## config.mk

```make
export PLATFORM = sky130hd
export DESIGN_NAME = bfss_sequencer
export DESIGN_NICKNAME = d
export VERILOG_FILES = /design/src/logic/bfss_pkg.sv /design/src/logic/bfss_sequencer.sv /design/src/logic/bfss_sync.sv /design/src/logic/bfss_timer.sv
export SDC_FILE = /design/constraint.sdc
export NUM_CORES = 1
export LEC_CHECK = 0
export ABC_CLOCK_PERIOD_IN_PS = 4300
export BUFFER_PORTS_ARGS = -buffer_cell sky130_fd_sc_hd__buf_2
export CAP_MARGIN = 20
export CORE_MARGIN = 1.5
export CORE_UTILIZATION = 50
export DETAILED_ROUTE_END_ITERATION = 6
export PLACE_DENSITY_LB_ADDON = 0.05
export SLEW_MARGIN = 20
export SYNTH_ARGS = -nofsm -noshare
export SYNTH_HDL_FRONTEND = slang
export SYNTH_SLANG_ARGS = --single-unit
```

## constraint.sdc

```tcl
create_clock -name MCLK -period 4.3 [get_ports MCLK]
set_input_delay 0.645 -clock MCLK [delete_from_list [all_inputs] [get_ports MCLK]]
set_output_delay 0.645 -clock MCLK [all_outputs]
set_load 0.005 [all_outputs]
```

## src/logic/bfss_pkg.sv

```systemverilog
// Shared constants, state codes and carrier types of the backlight fault state sequencer.
package bfss_pkg;

  localparam int CLK_KHZ        = 125000;
  localparam int SOFT_START_MS  = 25;
  localparam int CONV_RAMP_MS   = 50;
  localparam int RECOVERY_MS    = 100;
  localparam int DISCHARGE_MS   = 400;
  localparam int BUS_TIMEOUT_MS = 500;
  localparam int SHORT_DWELL_MS = 5;

  localparam int NCH  = 6;
  localparam int NFLT = 7;

  // Register word indices on the Avalon-MM slave.
  localparam logic [3:0] REG_BRIGHT  = 4'h0;
  localparam logic [3:0] REG_CURRENT = 4'h1;
  localparam logic [3:0] REG_STATUS  = 4'h2;
  localparam logic [3:0] REG_INT_EN  = 4'h3;
  localparam logic [3:0] REG_STATE   = 4'h4;
  localparam logic [3:0] REG_STRINGS = 4'h5;

  // Fault flag positions in the status register.
  localparam int FLT_CURRENT_SET_PIN    = 0;
  localparam int FLT_THERMAL = 1;
  localparam int FLT_OPEN    = 2;
  localparam int FLT_SHORT   = 3;
  localparam int FLT_GROUND  = 4;
  localparam int FLT_UNUSED  = 5;
  localparam int FLT_BUS     = 6;
  localparam int CLR_SHIFT   = 16;
  localparam int DIS_SHIFT   = 8;
  localparam int USED_SHIFT  = 16;

  localparam logic [1:0] IEN_WR_OFF = 2'h1;
  localparam logic [1:0] IEN_WR_ON  = 2'h3;
  localparam logic [1:0] IEN_RD_ON  = 2'h2;

  localparam logic [15:0]     BRIGHT_RST       = 16'hffff;
  localparam logic [11:0]     CURRENT_RST      = 12'hfff;
  localparam logic [11:0]     CURRENT_SET_PIN_FORCED_CODE = 12'h3ff;
  localparam logic [NFLT-1:0] INT_EN_RST       = 7'h7f;

  typedef enum logic [8:0] {
    ST_INIT     = 9'h001,
    ST_STANDBY  = 9'h002,
    ST_SOFT     = 9'h004,
    ST_RAMP     = 9'h008,
    ST_NORMAL   = 9'h010,
    ST_RECOVERY = 9'h020,
    ST_LATCH    = 9'h040,
    ST_SHUTDOWN = 9'h080,
    ST_OFF      = 9'h100
  } bfss_state_e;

  // Analog and pin indications, all asynchronous to the clock.
  typedef struct packed {
    logic           en;
    logic           overtemp;
    logic           current_set_pin_short;
    logic           init_done;
    logic           target_at_max;
    logic           bus_busy;
    logic [NCH-1:0] string_used;
    logic [NCH-1:0] headroom_low;
    logic [NCH-1:0] headroom_high;
    logic [NCH-1:0] ground_short;
    logic [NCH-1:0] unused_not_ground;
  } bfss_pins_s;

  // Power-path and fault-detector enables.
  typedef struct packed {
    logic init_start;
    logic pl_switch_en;
    logic conv_en;
    logic conv_ramp;
    logic discharge_en;
    logic supply_fault_en;
    logic conv_fault_en;
    logic led_fault_en;
  } bfss_pwr_s;

endpackage

```

## src/logic/bfss_sequencer.sv

```systemverilog
// Operating state machine and fault response of the backlight driver.
//
// Functional notes
// - Current-set pin shorted low: flag, interrupt, no recovery, force current code 0x3ff.
// - Over-temperature: flag, interrupt, go to standby, restart only once it clears.
// - Used string low headroom at maximum converter target: flag, disable, drop from loop.
// - Headroom above short level over 5 ms while another is below: flag, disable.
// - In ramp or normal, used output low with channel off: ground short, recovery.
// - Recovery holds power off 100 ms, restarts via standby if enabled and brightness nonzero.
// - Unused output not grounded: flag and interrupt, keep operating, no recovery.
// - Bus transaction without stop for 500 ms: flag, interrupt, reset bus logic.
// - Enable low: converter, switch and drivers off, discharge 400 ms, then off.
// - After reset release: start regulator, load defaults, capture resistor detections.
// - Configuration writes are accepted from standby onward.
// - Standby moves at once to soft start when no fault is present.
// - Soft start lasts 25 ms; supply and ground-short faults enabled there.
// - Converter ramp lasts 50 ms with reduced limit; converter faults enabled from here.
// - Normal mode: drivers on only with nonzero brightness, all string faults active.
// - All strings disabled: latched fault state, left only by enable going low.
// - Interrupt enable fields: write 01 off, 11 on, read 10 when on.
//
// Register access over Avalon-MM and the register offsets were decided locally.
module bfss_sequencer
  import bfss_pkg::*;
#(
  parameter int SOFT_START_CYC  = SOFT_START_MS * CLK_KHZ,
  parameter int CONV_RAMP_CYC   = CONV_RAMP_MS * CLK_KHZ,
  parameter int RECOVERY_CYC    = RECOVERY_MS * CLK_KHZ,
  parameter int DISCHARGE_CYC   = DISCHARGE_MS * CLK_KHZ,
  parameter int BUS_TIMEOUT_CYC = BUS_TIMEOUT_MS * CLK_KHZ,
  parameter int SHORT_DWELL_CYC = SHORT_DWELL_MS * CLK_KHZ
) (
  // Clock and reset
  input  wire logic        MCLK,
  input  wire logic        ARST_N,
  // Avalon-MM register slave
  input  wire logic [3:0]  AVS_ADDRESS,
  input  wire logic        AVS_READ,
  input  wire logic        AVS_WRITE,
  input  wire logic [31:0] AVS_WRITEDATA,
  output logic      [31:0] AVS_READDATA,
  output logic             AVS_WAITREQUEST,
  // Pin and analog indications
  input  wire bfss_pins_s  PINS,
  // Power path and string control
  output bfss_pwr_s        PWR,
  output logic [NCH-1:0]   DRIVER_EN,
  output logic [NCH-1:0]   TEST_CURRENT,
  output logic [NCH-1:0]   ADAPT_MASK,
  output logic [11:0]      STRING_CURRENT_CODE,
  // Status
  output logic             INT,
  output logic             BUS_RESET,
  output logic [8:0]       STATE
);

  function automatic logic other_below(input logic [NCH-1:0] high, input logic [NCH-1:0] live,
                                       input int ch);
    logic [NCH-1:0] others;
    others = live & ~high;
    others[ch] = 1'b0;
    return |others;
  endfunction

  bfss_pins_s     pin;
  bfss_state_e    state_reg, state_next;
  logic           tmr_load, tmr_expired, bus_load, bus_expired;
  logic [31:0]    tmr_val;
  logic           wait_reg, wait_next;
  logic [31:0]    rdata_reg, rdata_next;
  logic [15:0]    bright_reg, bright_next;
  logic [11:0]    cur_reg, cur_next;
  logic [NFLT-1:0] flags_reg, flags_next, ien_reg, ien_next, ev;
  logic [NCH-1:0] used_reg, used_next, dis_reg, dis_next;
  logic [31:0]    short_cnt_reg [NCH];
  logic [31:0]    short_cnt_next [NCH];
  logic [NCH-1:0] open_ch, short_fire, live;
  logic           gnd_ev, all_dead, wr_acc, rd_take, cfg_ok;
  bfss_pwr_s      pwr_reg, pwr_next;
  logic [NCH-1:0] drv_reg, drv_next, test_reg, test_next, adapt_reg, adapt_next;
  logic [11:0]    code_reg, code_next;
  logic           int_reg, int_next, busrst_reg, busrst_next;

  bfss_sync #(.W($bits(bfss_pins_s))) u_sync (
    .clk     (MCLK),
    .rst_n   (ARST_N),
    .d_async (PINS),
    .q       (pin)
  );

  bfss_timer u_state_tmr (
    .clk      (MCLK),
    .rst_n    (ARST_N),
    .load     (tmr_load),
    .load_val (tmr_val),
    .expired  (tmr_expired)
  );

  bfss_timer u_bus_tmr (
    .clk      (MCLK),
    .rst_n    (ARST_N),
    .load     (bus_load),
    .load_val (BUS_TIMEOUT_CYC),
    .expired  (bus_expired)
  );

  // Fault detection.
  always_comb
  begin
    live    = used_reg & ~dis_reg;
    gnd_ev  = 1'b0;
    if (state_reg == ST_SOFT)
      gnd_ev = |(pin.ground_short & used_reg & test_reg);
    else if ((state_reg == ST_RAMP) || (state_reg == ST_NORMAL))
      gnd_ev = |(pin.ground_short & used_reg & ~drv_reg & test_reg);
    open_ch = '0;
    if (state_reg == ST_NORMAL && pin.target_at_max)
      open_ch = pin.headroom_low & live;
    for (int i = 0; i < NCH; i++)
    begin
      short_fire[i] = 1'b0;
      short_cnt_next[i] = 32'h0;
      if (state_reg == ST_NORMAL && live[i] && pin.headroom_high[i]
          && other_below(pin.headroom_high, live, i))
      begin
        if (short_cnt_reg[i] == SHORT_DWELL_CYC)
          short_fire[i] = 1'b1;
        else
          short_cnt_next[i] = short_cnt_reg[i] + 32'h1;
      end
    end
    ev = '0;
    ev[FLT_CURRENT_SET_PIN]    = pin.current_set_pin_short;
    ev[FLT_THERMAL] = pin.overtemp && state_reg != ST_OFF && state_reg != ST_INIT;
    ev[FLT_OPEN]    = |open_ch;
    ev[FLT_SHORT]   = |short_fire;
    ev[FLT_GROUND]  = gnd_ev;
    ev[FLT_UNUSED]  = (state_reg == ST_SOFT) && |(pin.unused_not_ground & ~used_reg);
    ev[FLT_BUS]     = pin.bus_busy && bus_expired;
    bus_load = !pin.bus_busy || bus_expired;
    dis_next = dis_reg | open_ch | short_fire;
    all_dead = (used_reg != '0) && ((used_reg & ~dis_next) == '0);
  end

  // Operating state machine.
  always_comb
  begin
    state_next = state_reg;
    case (state_reg)
      ST_INIT:
        if (pin.init_done)
          state_next = pin.en ? ST_STANDBY : ST_OFF;
      ST_OFF:
        if (pin.en)
          state_next = ST_INIT;
      ST_STANDBY:
        if (!pin.en)
          state_next = ST_SHUTDOWN;
        else if (!pin.overtemp)
          state_next = ST_SOFT;
      ST_SOFT, ST_RAMP, ST_NORMAL:
        if (!pin.en)
          state_next = ST_SHUTDOWN;
        else if (pin.overtemp)
          state_next = ST_STANDBY;
        else if (gnd_ev)
          state_next = ST_RECOVERY;
        else if (all_dead && state_reg != ST_SOFT)
          state_next = ST_LATCH;
        else if (tmr_expired && state_reg == ST_SOFT)
          state_next = ST_RAMP;
        else if (tmr_expired && state_reg == ST_RAMP)
          state_next = ST_NORMAL;
      ST_RECOVERY:
        if (!pin.en)
          state_next = ST_SHUTDOWN;
        else if (tmr_expired && bright_reg != 16'h0)
          state_next = ST_STANDBY;
      ST_LATCH:
        if (!pin.en)
          state_next = ST_SHUTDOWN;
      ST_SHUTDOWN:
        if (tmr_expired)
          state_next = ST_OFF;
      default:
        state_next = ST_INIT;
    endcase
    tmr_load = (state_next != state_reg);
    case (state_next)
      ST_SOFT:     tmr_val = SOFT_START_CYC;
      ST_RAMP:     tmr_val = CONV_RAMP_CYC;
      ST_RECOVERY: tmr_val = RECOVERY_CYC;
      ST_SHUTDOWN: tmr_val = DISCHARGE_CYC;
      default:     tmr_val = 32'h1;
    endcase
  end

  // Register file and bus slave.
  always_comb
  begin
    wait_next   = !((AVS_READ || AVS_WRITE) && wait_reg);
    wr_acc      = AVS_WRITE && !wait_reg;
    rd_take     = AVS_READ && wait_reg;
    cfg_ok      = state_reg != ST_INIT && state_reg != ST_OFF && state_reg != ST_SHUTDOWN;
    bright_next = bright_reg;
    cur_next    = cur_reg;
    ien_next    = ien_reg;
    flags_next  = flags_reg;
    used_next   = used_reg;
    if (state_reg == ST_INIT && pin.init_done)
      used_next = pin.string_used;
    if (wr_acc && cfg_ok && AVS_ADDRESS == REG_BRIGHT)
      bright_next = AVS_WRITEDATA[15:0];
    if (wr_acc && cfg_ok && AVS_ADDRESS == REG_CURRENT)
      cur_next = AVS_WRITEDATA[11:0];
    for (int i = 0; i < NFLT; i++)
    begin
      if (wr_acc && AVS_ADDRESS == REG_INT_EN)
      begin
        if (AVS_WRITEDATA[2*i +: 2] == IEN_WR_OFF)
          ien_next[i] = 1'b0;
        else if (AVS_WRITEDATA[2*i +: 2] == IEN_WR_ON)
          ien_next[i] = 1'b1;
      end
      if (wr_acc && AVS_ADDRESS == REG_STATUS && AVS_WRITEDATA[i]
          && AVS_WRITEDATA[CLR_SHIFT+i])
        flags_next[i] = 1'b0;
      if (ev[i])
        flags_next[i] = 1'b1;
    end
    rdata_next = rdata_reg;
    if (rd_take)
    begin
      rdata_next = 32'h0;
      case (AVS_ADDRESS)
        REG_BRIGHT:  rdata_next[15:0] = bright_reg;
        REG_CURRENT: rdata_next[11:0] = cur_reg;
        REG_STATUS:  rdata_next[NFLT-1:0] = flags_reg;
        REG_INT_EN:
          for (int i = 0; i < NFLT; i++)
            rdata_next[2*i +: 2] = ien_reg[i] ? IEN_RD_ON : 2'h0;
        REG_STATE:   rdata_next[8:0] = state_reg;
        REG_STRINGS:
        begin
          rdata_next[NCH-1:0] = live;
          rdata_next[DIS_SHIFT +: NCH] = dis_reg;
          rdata_next[USED_SHIFT +: NCH] = used_reg;
        end
        default:     rdata_next = 32'h0;
      endcase
    end
  end

  // Registered outputs, computed from the state being entered.
  always_comb
  begin
    pwr_next = '0;
    pwr_next.init_start      = (state_next == ST_INIT);
    pwr_next.pl_switch_en    = (state_next == ST_SOFT) || (state_next == ST_RAMP)
                               || (state_next == ST_NORMAL);
    pwr_next.conv_en         = (state_next == ST_RAMP) || (state_next == ST_NORMAL);
    pwr_next.conv_ramp       = (state_next == ST_RAMP);
    pwr_next.discharge_en    = (state_next == ST_SHUTDOWN);
    pwr_next.supply_fault_en = pwr_next.pl_switch_en;
    pwr_next.conv_fault_en   = pwr_next.conv_en;
    pwr_next.led_fault_en    = (state_next == ST_NORMAL);
    adapt_next = used_next & ~dis_next;
    drv_next   = '0;
    if (state_next == ST_NORMAL && bright_next != 16'h0)
      drv_next = adapt_next;
    test_next = '0;
    if (state_next == ST_SOFT)
      test_next = used_next;
    else if (state_next == ST_RAMP || state_next == ST_NORMAL)
      test_next = adapt_next & ~drv_next;
    code_next   = pin.current_set_pin_short ? CURRENT_SET_PIN_FORCED_CODE : cur_next;
    int_next    = |(flags_next & ien_next);
    busrst_next = ev[FLT_BUS];
  end

  always_ff @(posedge MCLK or negedge ARST_N)
  begin
    if (!ARST_N)
    begin
      state_reg  <= ST_INIT;
      wait_reg   <= 1'b1;
      rdata_reg  <= 32'h0;
      bright_reg <= BRIGHT_RST;
      cur_reg    <= CURRENT_RST;
      ien_reg    <= INT_EN_RST;
      flags_reg  <= '0;
      used_reg   <= '0;
      dis_reg    <= '0;
      pwr_reg    <= '0;
      drv_reg    <= '0;
      test_reg   <= '0;
      adapt_reg  <= '0;
      code_reg   <= CURRENT_RST;
      int_reg    <= 1'b0;
      busrst_reg <= 1'b0;
      for (int i = 0; i < NCH; i++)
        short_cnt_reg[i] <= 32'h0;
    end
    else
    begin
      state_reg  <= state_next;
      wait_reg   <= wait_next;
      rdata_reg  <= rdata_next;
      bright_reg <= bright_next;
      cur_reg    <= cur_next;
      ien_reg    <= ien_next;
      flags_reg  <= flags_next;
      used_reg   <= used_next;
      dis_reg    <= dis_next;
      pwr_reg    <= pwr_next;
      drv_reg    <= drv_next;
      test_reg   <= test_next;
      adapt_reg  <= adapt_next;
      code_reg   <= code_next;
      int_reg    <= int_next;
      busrst_reg <= busrst_next;
      for (int i = 0; i < NCH; i++)
        short_cnt_reg[i] <= short_cnt_next[i];
    end
  end

  assign AVS_READDATA        = rdata_reg;
  assign AVS_WAITREQUEST     = wait_reg;
  assign PWR                 = pwr_reg;
  assign DRIVER_EN           = drv_reg;
  assign TEST_CURRENT        = test_reg;
  assign ADAPT_MASK          = adapt_reg;
  assign STRING_CURRENT_CODE = code_reg;
  assign INT                 = int_reg;
  assign BUS_RESET           = busrst_reg;
  assign STATE               = state_reg;

endmodule

```

## src/logic/bfss_sync.sv

```systemverilog
// Two-flop synchroniser for a bundle of asynchronous levels.
module bfss_sync #(
  parameter int W = 1
) (
  // Clock and reset
  input  wire logic         clk,
  input  wire logic         rst_n,
  // Levels
  input  wire logic [W-1:0] d_async,
  output logic      [W-1:0] q
);

  logic [W-1:0] meta_reg;
  logic [W-1:0] q_reg;

  always_ff @(posedge clk or negedge rst_n)
  begin
    if (!rst_n)
    begin
      meta_reg <= '0;
      q_reg    <= '0;
    end
    else
    begin
      meta_reg <= d_async;
      q_reg    <= meta_reg;
    end
  end

  assign q = q_reg;

endmodule

```

## src/logic/bfss_timer.sv

```systemverilog
// Loadable down counter that reports when it has run out.
module bfss_timer (
  // Clock and reset
  input  wire logic        clk,
  input  wire logic        rst_n,
  // Control
  input  wire logic        load,
  input  wire logic [31:0] load_val,
  output logic             expired
);

  logic [31:0] cnt_reg;
  logic [31:0] cnt_next;

  always_comb
  begin
    if (load)
      cnt_next = load_val;
    else if (cnt_reg != 32'h0)
      cnt_next = cnt_reg - 32'h1;
    else
      cnt_next = cnt_reg;
  end

  always_ff @(posedge clk or negedge rst_n)
  begin
    if (!rst_n)
      cnt_reg <= 32'h0;
    else
      cnt_reg <= cnt_next;
  end

  assign expired = (cnt_reg == 32'h0);

endmodule

```

## Yosys cells after proc, flatten, opt, wreduce, memory -nomap -nowiden

Cells that the tools add are included.

- Flip-flop bits (word level): 452
- Logic and storage cells: 296

- Add/subtract/negate cells: 8
- Equality and inequality tests: 45
- Multiplexer cells: 105
- Bitwise operators: 20
- Reductions and logical operators: 87

Operators by type and width:

| kind | number |
|---|---|
| $mux 32 | 16 |
| $add 32x1->32 const B | 6 |
| $eq 32x20->1 const B | 6 |
| $mux 9 | 15 |
| $pmux 26 s4 | 1 |
| $and 6x6->6 | 11 |
| $logic_not 32->1 | 2 |
| $reduce_bool 32->1 | 2 |
| $sub 32x1->32 const B | 2 |
| $pmux 9 s7 | 1 |
| $logic_and 1x1->1 | 54 |
| $mux 1 | 49 |
| $mux 6 | 6 |
| $not 6->6 | 6 |
| $pmux 6 s6 | 1 |
| $reduce_bool 16->1 | 2 |
| $reduce_or 5->1 | 6 |
| $reduce_or 6->1 | 5 |
| $mux 12 | 2 |
| $eq 9x1->1 const B | 2 |
| $eq 9x3->1 const B | 2 |
| $eq 9x4->1 const B | 2 |
| $eq 9x5->1 const B | 2 |
| $eq 9x6->1 const B | 2 |
| 30 further kinds | 62 |

## Depth between registers and ports, before layout

Gate-level depths: netlist (run 1).

- Depth in word-level cells: 24
- Mapped depth: 13
- Depth with buffers taken out: 11

## By module

A second synthesis (run 1) with hierarchy kept.

- Cell total of the unflattened synthesis: 2111
- Area total of the unflattened synthesis: 21744.6 sq um

Modules (own cells, without submodules):

| module | instances | cells an instance | area each (sq um) | seq. area each (sq um) |
|---|---|---|---|---|
| bfss_sequencer | 1 | 1622 | 16026.6 | 7968.9 |
| bfss_timer at u_bus_tmr | 1 | 220 | 1995.7 | 800.8 |
| bfss_timer at u_state_tmr | 1 | 197 | 1920.6 | 800.8 |
| bfss_sync | 1 | 72 | 1801.7 | 1801.7 |

## Worst setup path before layout (run 1)

No wires, ideal clock.

- Kind: flip-flop to flip-flop
- Start point: reg short_cnt_reg[128] in the netlist's numbering
- End point: reg u_state_tmr.cnt_reg[0]
- Setup time: 0.127 ns
- Arrival: 3.025 ns
- Path slack: 1.147 ns
- Cell stages (with the launch flop): 13
- Period minus slack after synthesis: 3.153 ns
- Path through: dfrtp_1 inv_1 ha_1 or4bb_1 nor4_1 o2111a_1 and3b_1 or4_4 a31oi_1 or4b_1 buf_4 buf_6 mux2_1

- Cells in the longest elaborated chain, start to end: 17
- Elaborated cells on any way between the ends: 22

Ends and longest elaborated chain:

| what | RTL line | RTL |
|---|---|---|
| start, declared | bfss_sequencer.sv:75 | `logic [31:0] short_cnt_reg [NCH];` |
| start signal, assigned by index | bfss_sequencer.sv:323 | `short_cnt_reg[i] <= short_cnt_next[i];` |
| $eq 32x20->1 (*) | bfss_sequencer.sv:126 | `if (short_cnt_reg[i] == SHORT_DWELL_CYC)` |
| $mux 1 (*) | bfss_sequencer.sv:126 |  |
| $mux 1 (*) | bfss_sequencer.sv:123 | `if (state_reg == ST_NORMAL && live[i] && pin.headroom_high[i]` |
| $or 6x6->6 (*) | bfss_sequencer.sv:141 | `dis_next = dis_reg \| open_ch \| short_fire;` |
| $not 6->6 (*) | bfss_sequencer.sv:142 | `all_dead = (used_reg != '0) && ((used_reg & ~dis_next) == '0);` |
| $and 6x6->6 (*) | bfss_sequencer.sv:142 |  |
| $logic_not 6->1 (*) | bfss_sequencer.sv:142 |  |
| $logic_and 1x1->1 (*) | bfss_sequencer.sv:142 |  |
| $logic_and 1x1->1 (*) | bfss_sequencer.sv:168 | `else if (all_dead && state_reg != ST_SOFT)` |
| $mux 9 (*) | bfss_sequencer.sv:168 |  |
| $mux 9 (*) | bfss_sequencer.sv:166 | `else if (gnd_ev)` |
| $mux 9 (*) | bfss_sequencer.sv:164 | `else if (pin.overtemp)` |
| $mux 9 (*) | bfss_sequencer.sv:162 | `if (!pin.en)` |
| $pmux 9 s7 (*) | bfss_sequencer.sv:149 | `case (state_reg)` |
| $eq 9x8->1, or another cell as far along | bfss_sequencer.sv:189 | `case (state_next)` |
| $pmux 26 s4 | bfss_sequencer.sv:189 |  |
| $mux 32 | bfss_timer.sv:17 | `if (load)` |
| end signal, assigned | bfss_timer.sv:30 | `cnt_reg <= cnt_next;` |
| end, declared | bfss_timer.sv:12 | `logic [31:0] cnt_reg;` |

Mark *: on every way between the ends. The rest lies on a longest branch, timed or not.
A chain may end at the register's enable or synchronous reset.

## Worst setup path after layout (run 1)

- Start point: reg short_cnt_reg[128] in the netlist's numbering
- End point: reg u_state_tmr.cnt_reg[15]

The elaborated chain is that of the path after synthesis.

==> results.cfg, run 1 <==
[clock_network]
post_cts_resized = 0
cts_tree = done
cts.sinks = 452
insertion_delay_ps = 590
clkTransAtPathRegs_ps = 60
clock_path_buffers = 3
cts_root_buf = clkbuf_16
cts_made_buffers = 49
post_cts_buffers = 0
htree_levels = 2
cts.hold.buffers_added = 0

[floorplanning]
die_y_um = 209
pin_count = 158
rows = 75
die_x_um = 209
coreArea_sq_um = 41900
initial_core_util_pct = 50.5
die_area_sq_um = 43500

[drt]
antenna_left = 0
vias = 15766
via_per_inst = 5.63
drc = 0
wl_per_cell_um = 18.1
drt_iter0_markers = 1003
first_pass_iters = 5
wl_um = 50700

[sta]
report.final.setup_viol = 0
worst_pin_slew_ps = 1060
worst_hold_slack_ps = 97.1
setup_tns_ps = 0
period_share_pct = 86.3
fin_ws_ps = 588
final_hold_viol_count = 0
fmax_ghz = 0.269
fin_worst_skew_ps = 23.4
min_period_ps = 3710
max_slew_margin_pct = 29.3
finalMaxSlewViolations = 0
rsz0062_at_grt = false

[pwr]
power_uw = 11400
pwr_density_cell_nw_per_um2 = 471
power.ir.vdd_worst_v = 0.000354
p_leak_uw = 0.0103

[finish]
mostFrequentLayoutCells = dfrtp_1 (403), nor2_1 (274), nand2_1 (171), buf_2 (137), xnor2_1 (99)
drive_gt1_share_pct = 17.1
fin_nets = 2314
n_antenna_cell = 0
layout_commonest_cell = dfrtp_1
n_fill_cell = 3601
syn_to_final_growth_pct = 14.7
largest_register_ffs = 192

[critical_path]
worst_path_largest_cell_delay_ps = 510
cp.depth = 12
cp.arrival_ps = 4150
crit_family = simple AND/OR/NAND/NOR gates
cp.buffers_inverters = 2
r2r_start = short_cnt_reg[128]
r2r_cells = 12
cp-end-kind = register
crit_chain = inv_1 -> ha_1 -> or4bb_1 -> nor4_1 -> buf_4 -> o2111a_1 -> and3b_1 -> or4_4 -> a31oi_1 -> or4b_1 -> or2_1 -> o21bai_1
required_ps = 4740
worstPathMaxFanout = 10
critical_path_class = register to register
start_kind = register
worstSetupStartpoint = short_cnt_reg[128]
cpMaxStageDelayCell = or4bb_1

[global_routing]
track_usage_pct = 23.7
busiest_layer = met2
use_met2_pct = 36.9
met3_usage_pct = 3.67
grt_start_max_net_pins = 93
grt_pass1_wl_um = 82400
grt_pass1_vias = 15375
gr-total-overflow = 0
grt_util_met1_pct = 33.9
antenna_found_initial = 0

[synth]
synth_compound_area_share_pct = 8.12
ys_seq_elements = 452
syn_area_sq_um = 21100
synth.top_cell.area_share_pct = 47.7
synth_edf_count = 0
synth_fa_ha_area_share_pct = 0.947
async_reset_ff_share_pct = 100
ys_warn_count = 0
ys_seq_area_share_pct = 53.8
avgSynthCellArea_sq_um = 10.2
synth_top_family_by_area = simple AND/OR/NAND/NOR gates
synth_area_leaders = dfrtp_1 (48%), dfstp_2 (6.1%), nor2_1 (4.9%), xnor2_1 (4.1%), xor2_1 (4.1%)
synth-xor-area-share_pct = 8.17
synth_top_area_cell = dfrtp_1
ys_dominant_reg_cell = dfrtp_1
netlist_instances = 2062
synthSimpleGateAreaFrac_pct = 23.1
synthMuxAreaShare_pct = 2.89
synthDistinctLibCells = 85

[placed_design]
hpwl_um = 35700
numPortBuffers = 138
place_ws_ps = 590
place_congestion = 0.895

[worst_hold_path]
hp-class = input port to async pin

[flow_run]
cap_violations = 0

[status]
status = completed
==> cell type report <==
cell class                      count  area, sq um  share of cell area (%)
Timing Repair Buffer              178         1040                    4.28
Clock inverter                     24          310                    1.28
Sequential cell                   452        11400                    46.9
Inverter                           62          233                   0.960
Clock buffer                       67         1450                    5.97
Multi-Input combinational cell   1479         9160                    37.8
Tap cell                          539          674                    2.78
==> through the flow <==
stage	cell area, sq um	utilization (%)	instances
after floorplan	21200	-	2071
after global placement	22500	53.7	2710
after detailed placement	22500	53.7	2710
after CTS	24200	57.9	2801
after global routing	24200	57.9	2801
final	24200	57.9	2801
==> cell usage after synthesis, drive strengths merged, types with 7 or more instances <==
| library cell | number |
|---|---|
| a21oi | 60 |
| a22oi | 14 |
| a31oi | 8 |
| and2 | 9 |
| and3 | 42 |
| and4 | 14 |
| buf | 30 |
| clkbuf | 48 |
| dfrtp | 403 |
| dfstp | 49 |
| ha | 16 |
| inv | 62 |
| mux2 | 38 |
| mux2i | 16 |
| nand2 | 171 |
| nand3 | 63 |
| nand3b | 23 |
| nand4 | 53 |
| nand4b | 12 |
| nor2 | 274 |
| nor2b | 29 |
| nor3 | 54 |
| nor3b | 11 |
| nor4 | 44 |
| o211ai | 8 |
| o21a | 7 |
| o21ai | 101 |
| o31ai | 9 |
| or2 | 19 |
| or3 | 49 |
| or4 | 35 |
| or4bb | 8 |
| xnor2 | 99 |
| xor2 | 98 |
==> power breakdown <==
| part | switching [uW] | internal, uW | total (uW) | leakage, uW |
|---|---|---|---|---|
| clock network | 1730 | 2770 | 4510 | 0.000858 |
| logic | 1170 | 774 | 1950 | 0.00357 |
| registers | 278 | 4680 | 4960 | 0.00582 |
| total | 3190 | 8230 | 11400 | 0.0103 |
==> kinds of logic after synthesis <==
family,count (synthesis)
buffers and inverters,140
xor gates and xnor gates,197
AOI/OAI and AO/OA,268
muxes,55
DFF,452
and+or+nand+nor,933
adders and majority gates,16
other,1
==> path summary, 6_finish.rpt <==
| kind | slack, ps | to |
|---|---|---|
| min in group MCLK | 160 | u_sync.meta_reg[30] |
| setup / recovery | 590 | u_state_tmr.cnt_reg[15] |
| hold / removal | 100 | short_cnt_reg[7] |
| setup reg to reg | 590 | u_state_tmr.cnt_reg[15] |
| max in group asynchronous | 3160 | short_cnt_reg[80] |
| hold reg to reg | 340 | u_sync.q[9] |
==> routing by layer <==
metal / vias up / wire length, um
met3: 74 / 2340
met2: 313 / 23200
li1: 7541 / -
met1: 7838 / 23800
met4: 0 / 1360
met5: - / 0
Power figures use the tool's default switching activity.
==> run 2, diff against run 1 <==
--- a/config.mk
+++ b/config.mk
@@ -8,9 +8,13 @@
 export ABC_CLOCK_PERIOD_IN_PS = 4300
 export BUFFER_PORTS_ARGS = -buffer_cell sky130_fd_sc_hd__buf_2
 export CAP_MARGIN = 20
+export CELL_PAD_IN_SITES_DETAIL_PLACEMENT = 1
+export CELL_PAD_IN_SITES_GLOBAL_PLACEMENT = 1
 export CORE_MARGIN = 1.5
-export CORE_UTILIZATION = 50
+export CORE_UTILIZATION = 48
 export DETAILED_ROUTE_END_ITERATION = 6
+export GPL_ROUTABILITY_DRIVEN = 0
+export HOLD_SLACK_MARGIN = 0.08
 export PLACE_DENSITY_LB_ADDON = 0.05
 export SLEW_MARGIN = 20
 export SYNTH_ARGS = -nofsm -noshare
==> run 2 against run 1 <==
Sequential share of layout area grew 0.23 points; non-clock buffer count increased by 4; final cell count up 1.7%; routed wire length up 15%; cell area down 0.48%; first-iteration DRC count is 12% lower; utilization shrank 2.2 points; worst setup slack worse by 93 ps; critical path depth unchanged; die area up 4.1%; global-route usage grew 2.7 points.
==> results.cfg, run 2 (synthesized netlist as in run 1, its figures left out) <==
[critical_path]
required_ps = 4740
cp-end-kind = register
critical_path_class = register to register
worstPathMaxFanout = 10
start_kind = register
cp.arrival_ps = 4250

[sta]
rsz0062_at_grt = false
report.final.setup_viol = 0
final_hold_viol_count = 0
worst_hold_slack_ps = 72.4
fmax_ghz = 0.263
max_slew_margin_pct = 27.4
period_share_pct = 88.5
min_period_ps = 3810
worst_pin_slew_ps = 1090
fin_worst_skew_ps = 22.2
setup_tns_ps = 0
finalMaxSlewViolations = 0

[drt]
drc = 0
first_pass_iters = 7
via_per_inst = 5.68
vias = 16176
antenna_left = 0
wl_per_cell_um = 20.4
drt_iter0_markers = 881
wl_um = 58100

[finish]
syn_to_final_growth_pct = 14.2
mostFrequentLayoutCells = dfrtp_1 (403), nor2_1 (274), nand2_1 (171), buf_2 (137), xnor2_1 (99)
n_fill_cell = 4787
fin_nets = 2318
n_antenna_cell = 0
layout_commonest_cell = dfrtp_1
final_cell_area_sq_um = 24100
drive_gt1_share_pct = 16.8
instances_no_fill = 2848
largest_register_ffs = 192

[clock_network]
insertion_delay_ps = 600
post_cts_resized = 0
cts_tree = done
cts.sinks = 452
cts_root_buf = clkbuf_16
htree_levels = 2
clkTransAtPathRegs_ps = 60
post_cts_buffers = 0
cts_made_buffers = 49
clock_path_buffers = 3
cts.hold.buffers_added = 0

[global_routing]
gr-total-overflow = 0
grt_start_max_net_pins = 98
antenna_found_initial = 0
grt_pass1_wl_um = 94100
track_usage_pct = 26.3
grt_pass1_vias = 17361

[floorplanning]
coreArea_sq_um = 43300
rows = 76
die_area_sq_um = 45300
die_x_um = 213
pin_count = 158
die_y_um = 213
initial_core_util_pct = 48.8

[flow_run]
cap_violations = 0

[status]
status = completed

[placed_design]
numPortBuffers = 138
post_dp_cell_area_sq_um = 22600
dp_cells = 2760
hpwl_um = 41300

[pwr]
pwr_density_cell_nw_per_um2 = 458
power.ir.vdd_worst_v = 0.000348
p_leak_uw = 0.0102

[worst_hold_path]
hp-class = input port to async pin
[run 2: cell count changes in the layout (fill, tap and decap cells not counted), moves of 2 or more]
cell	change
bufinv_16	-6
clkbuf_8	-3
clkinvlp_4	-3
clkbuf_1	+9
clkinv_2	+2
buf_4	+3
[run 2: per-stage QoR]
step | power (uW) | setup slack (ps) | util [%]
after floorplan | 6250 | 1150 | -
after detailed placement | 7040 | 518 | 52.2
after global placement | 6960 | 586 | 52.2
final | 11100 | 494 | 55.8
after global routing | 11600 | 246 | 55.8
after CTS | 11200 | 466 | 55.8
[run 2: cell type report]
cell class,count,area [sq um],share of cell area (%)
Sequential cell,452,11400,47.1
Multi-Input combinational cell,1479,9170,38.0
Clock buffer,72,1410,5.86
Timing Repair Buffer,182,1080,4.48
Tap cell,585,732,3.03
Inverter,62,233,0.965
Clock inverter,16,121,0.503
[run 2: routing by layer]
layer  global-route usage (%)  part of all wire [%]
met2                     45.2                    50
met5                        0                     0
met4                     6.99                   2.3
met3                     3.75                   3.7
met1                     35.0                    44
[run 2: report_power, final]
group / internal [uW] / switching (uW) / leakage, uW
Sequential: 4680 / 283 / 0.00582
Clock: 2330 / 1740 / 0.000758
Combinational: 779 / 1240 / 0.00360
Total: 7790 / 3260 / 0.0102
[run 2: critical path, cell delays in order (launching register included)]
cell and delay, ps:
dfrtp_1 430, inv_1 90, ha_1 150, or4bb_1 470
nor4_1 360, buf_4 200, o2111a_1 260, o22ai_1 90
or4_4 570, a31oi_1 180, or4b_1 300, or2_1 410
o21bai_1 140
[run 2: worst paths after layout]
kind	slack [ps]	startpoint	cells past startpoint	endpoint
max	490	short_cnt_reg[160]	12	u_state_tmr.cnt_reg[15]
min	70	ARST_N	1	short_cnt_reg[166]
max reg2reg	490	short_cnt_reg[160]	12	u_state_tmr.cnt_reg[15]
min reg2reg	340	u_sync.meta_reg[19]	0	u_sync.q[19]
max in group asynchronous	3190	ARST_N	2	u_bus_tmr.cnt_reg[14]
min in group MCLK	150	PINS[7]	1	u_sync.meta_reg[7]
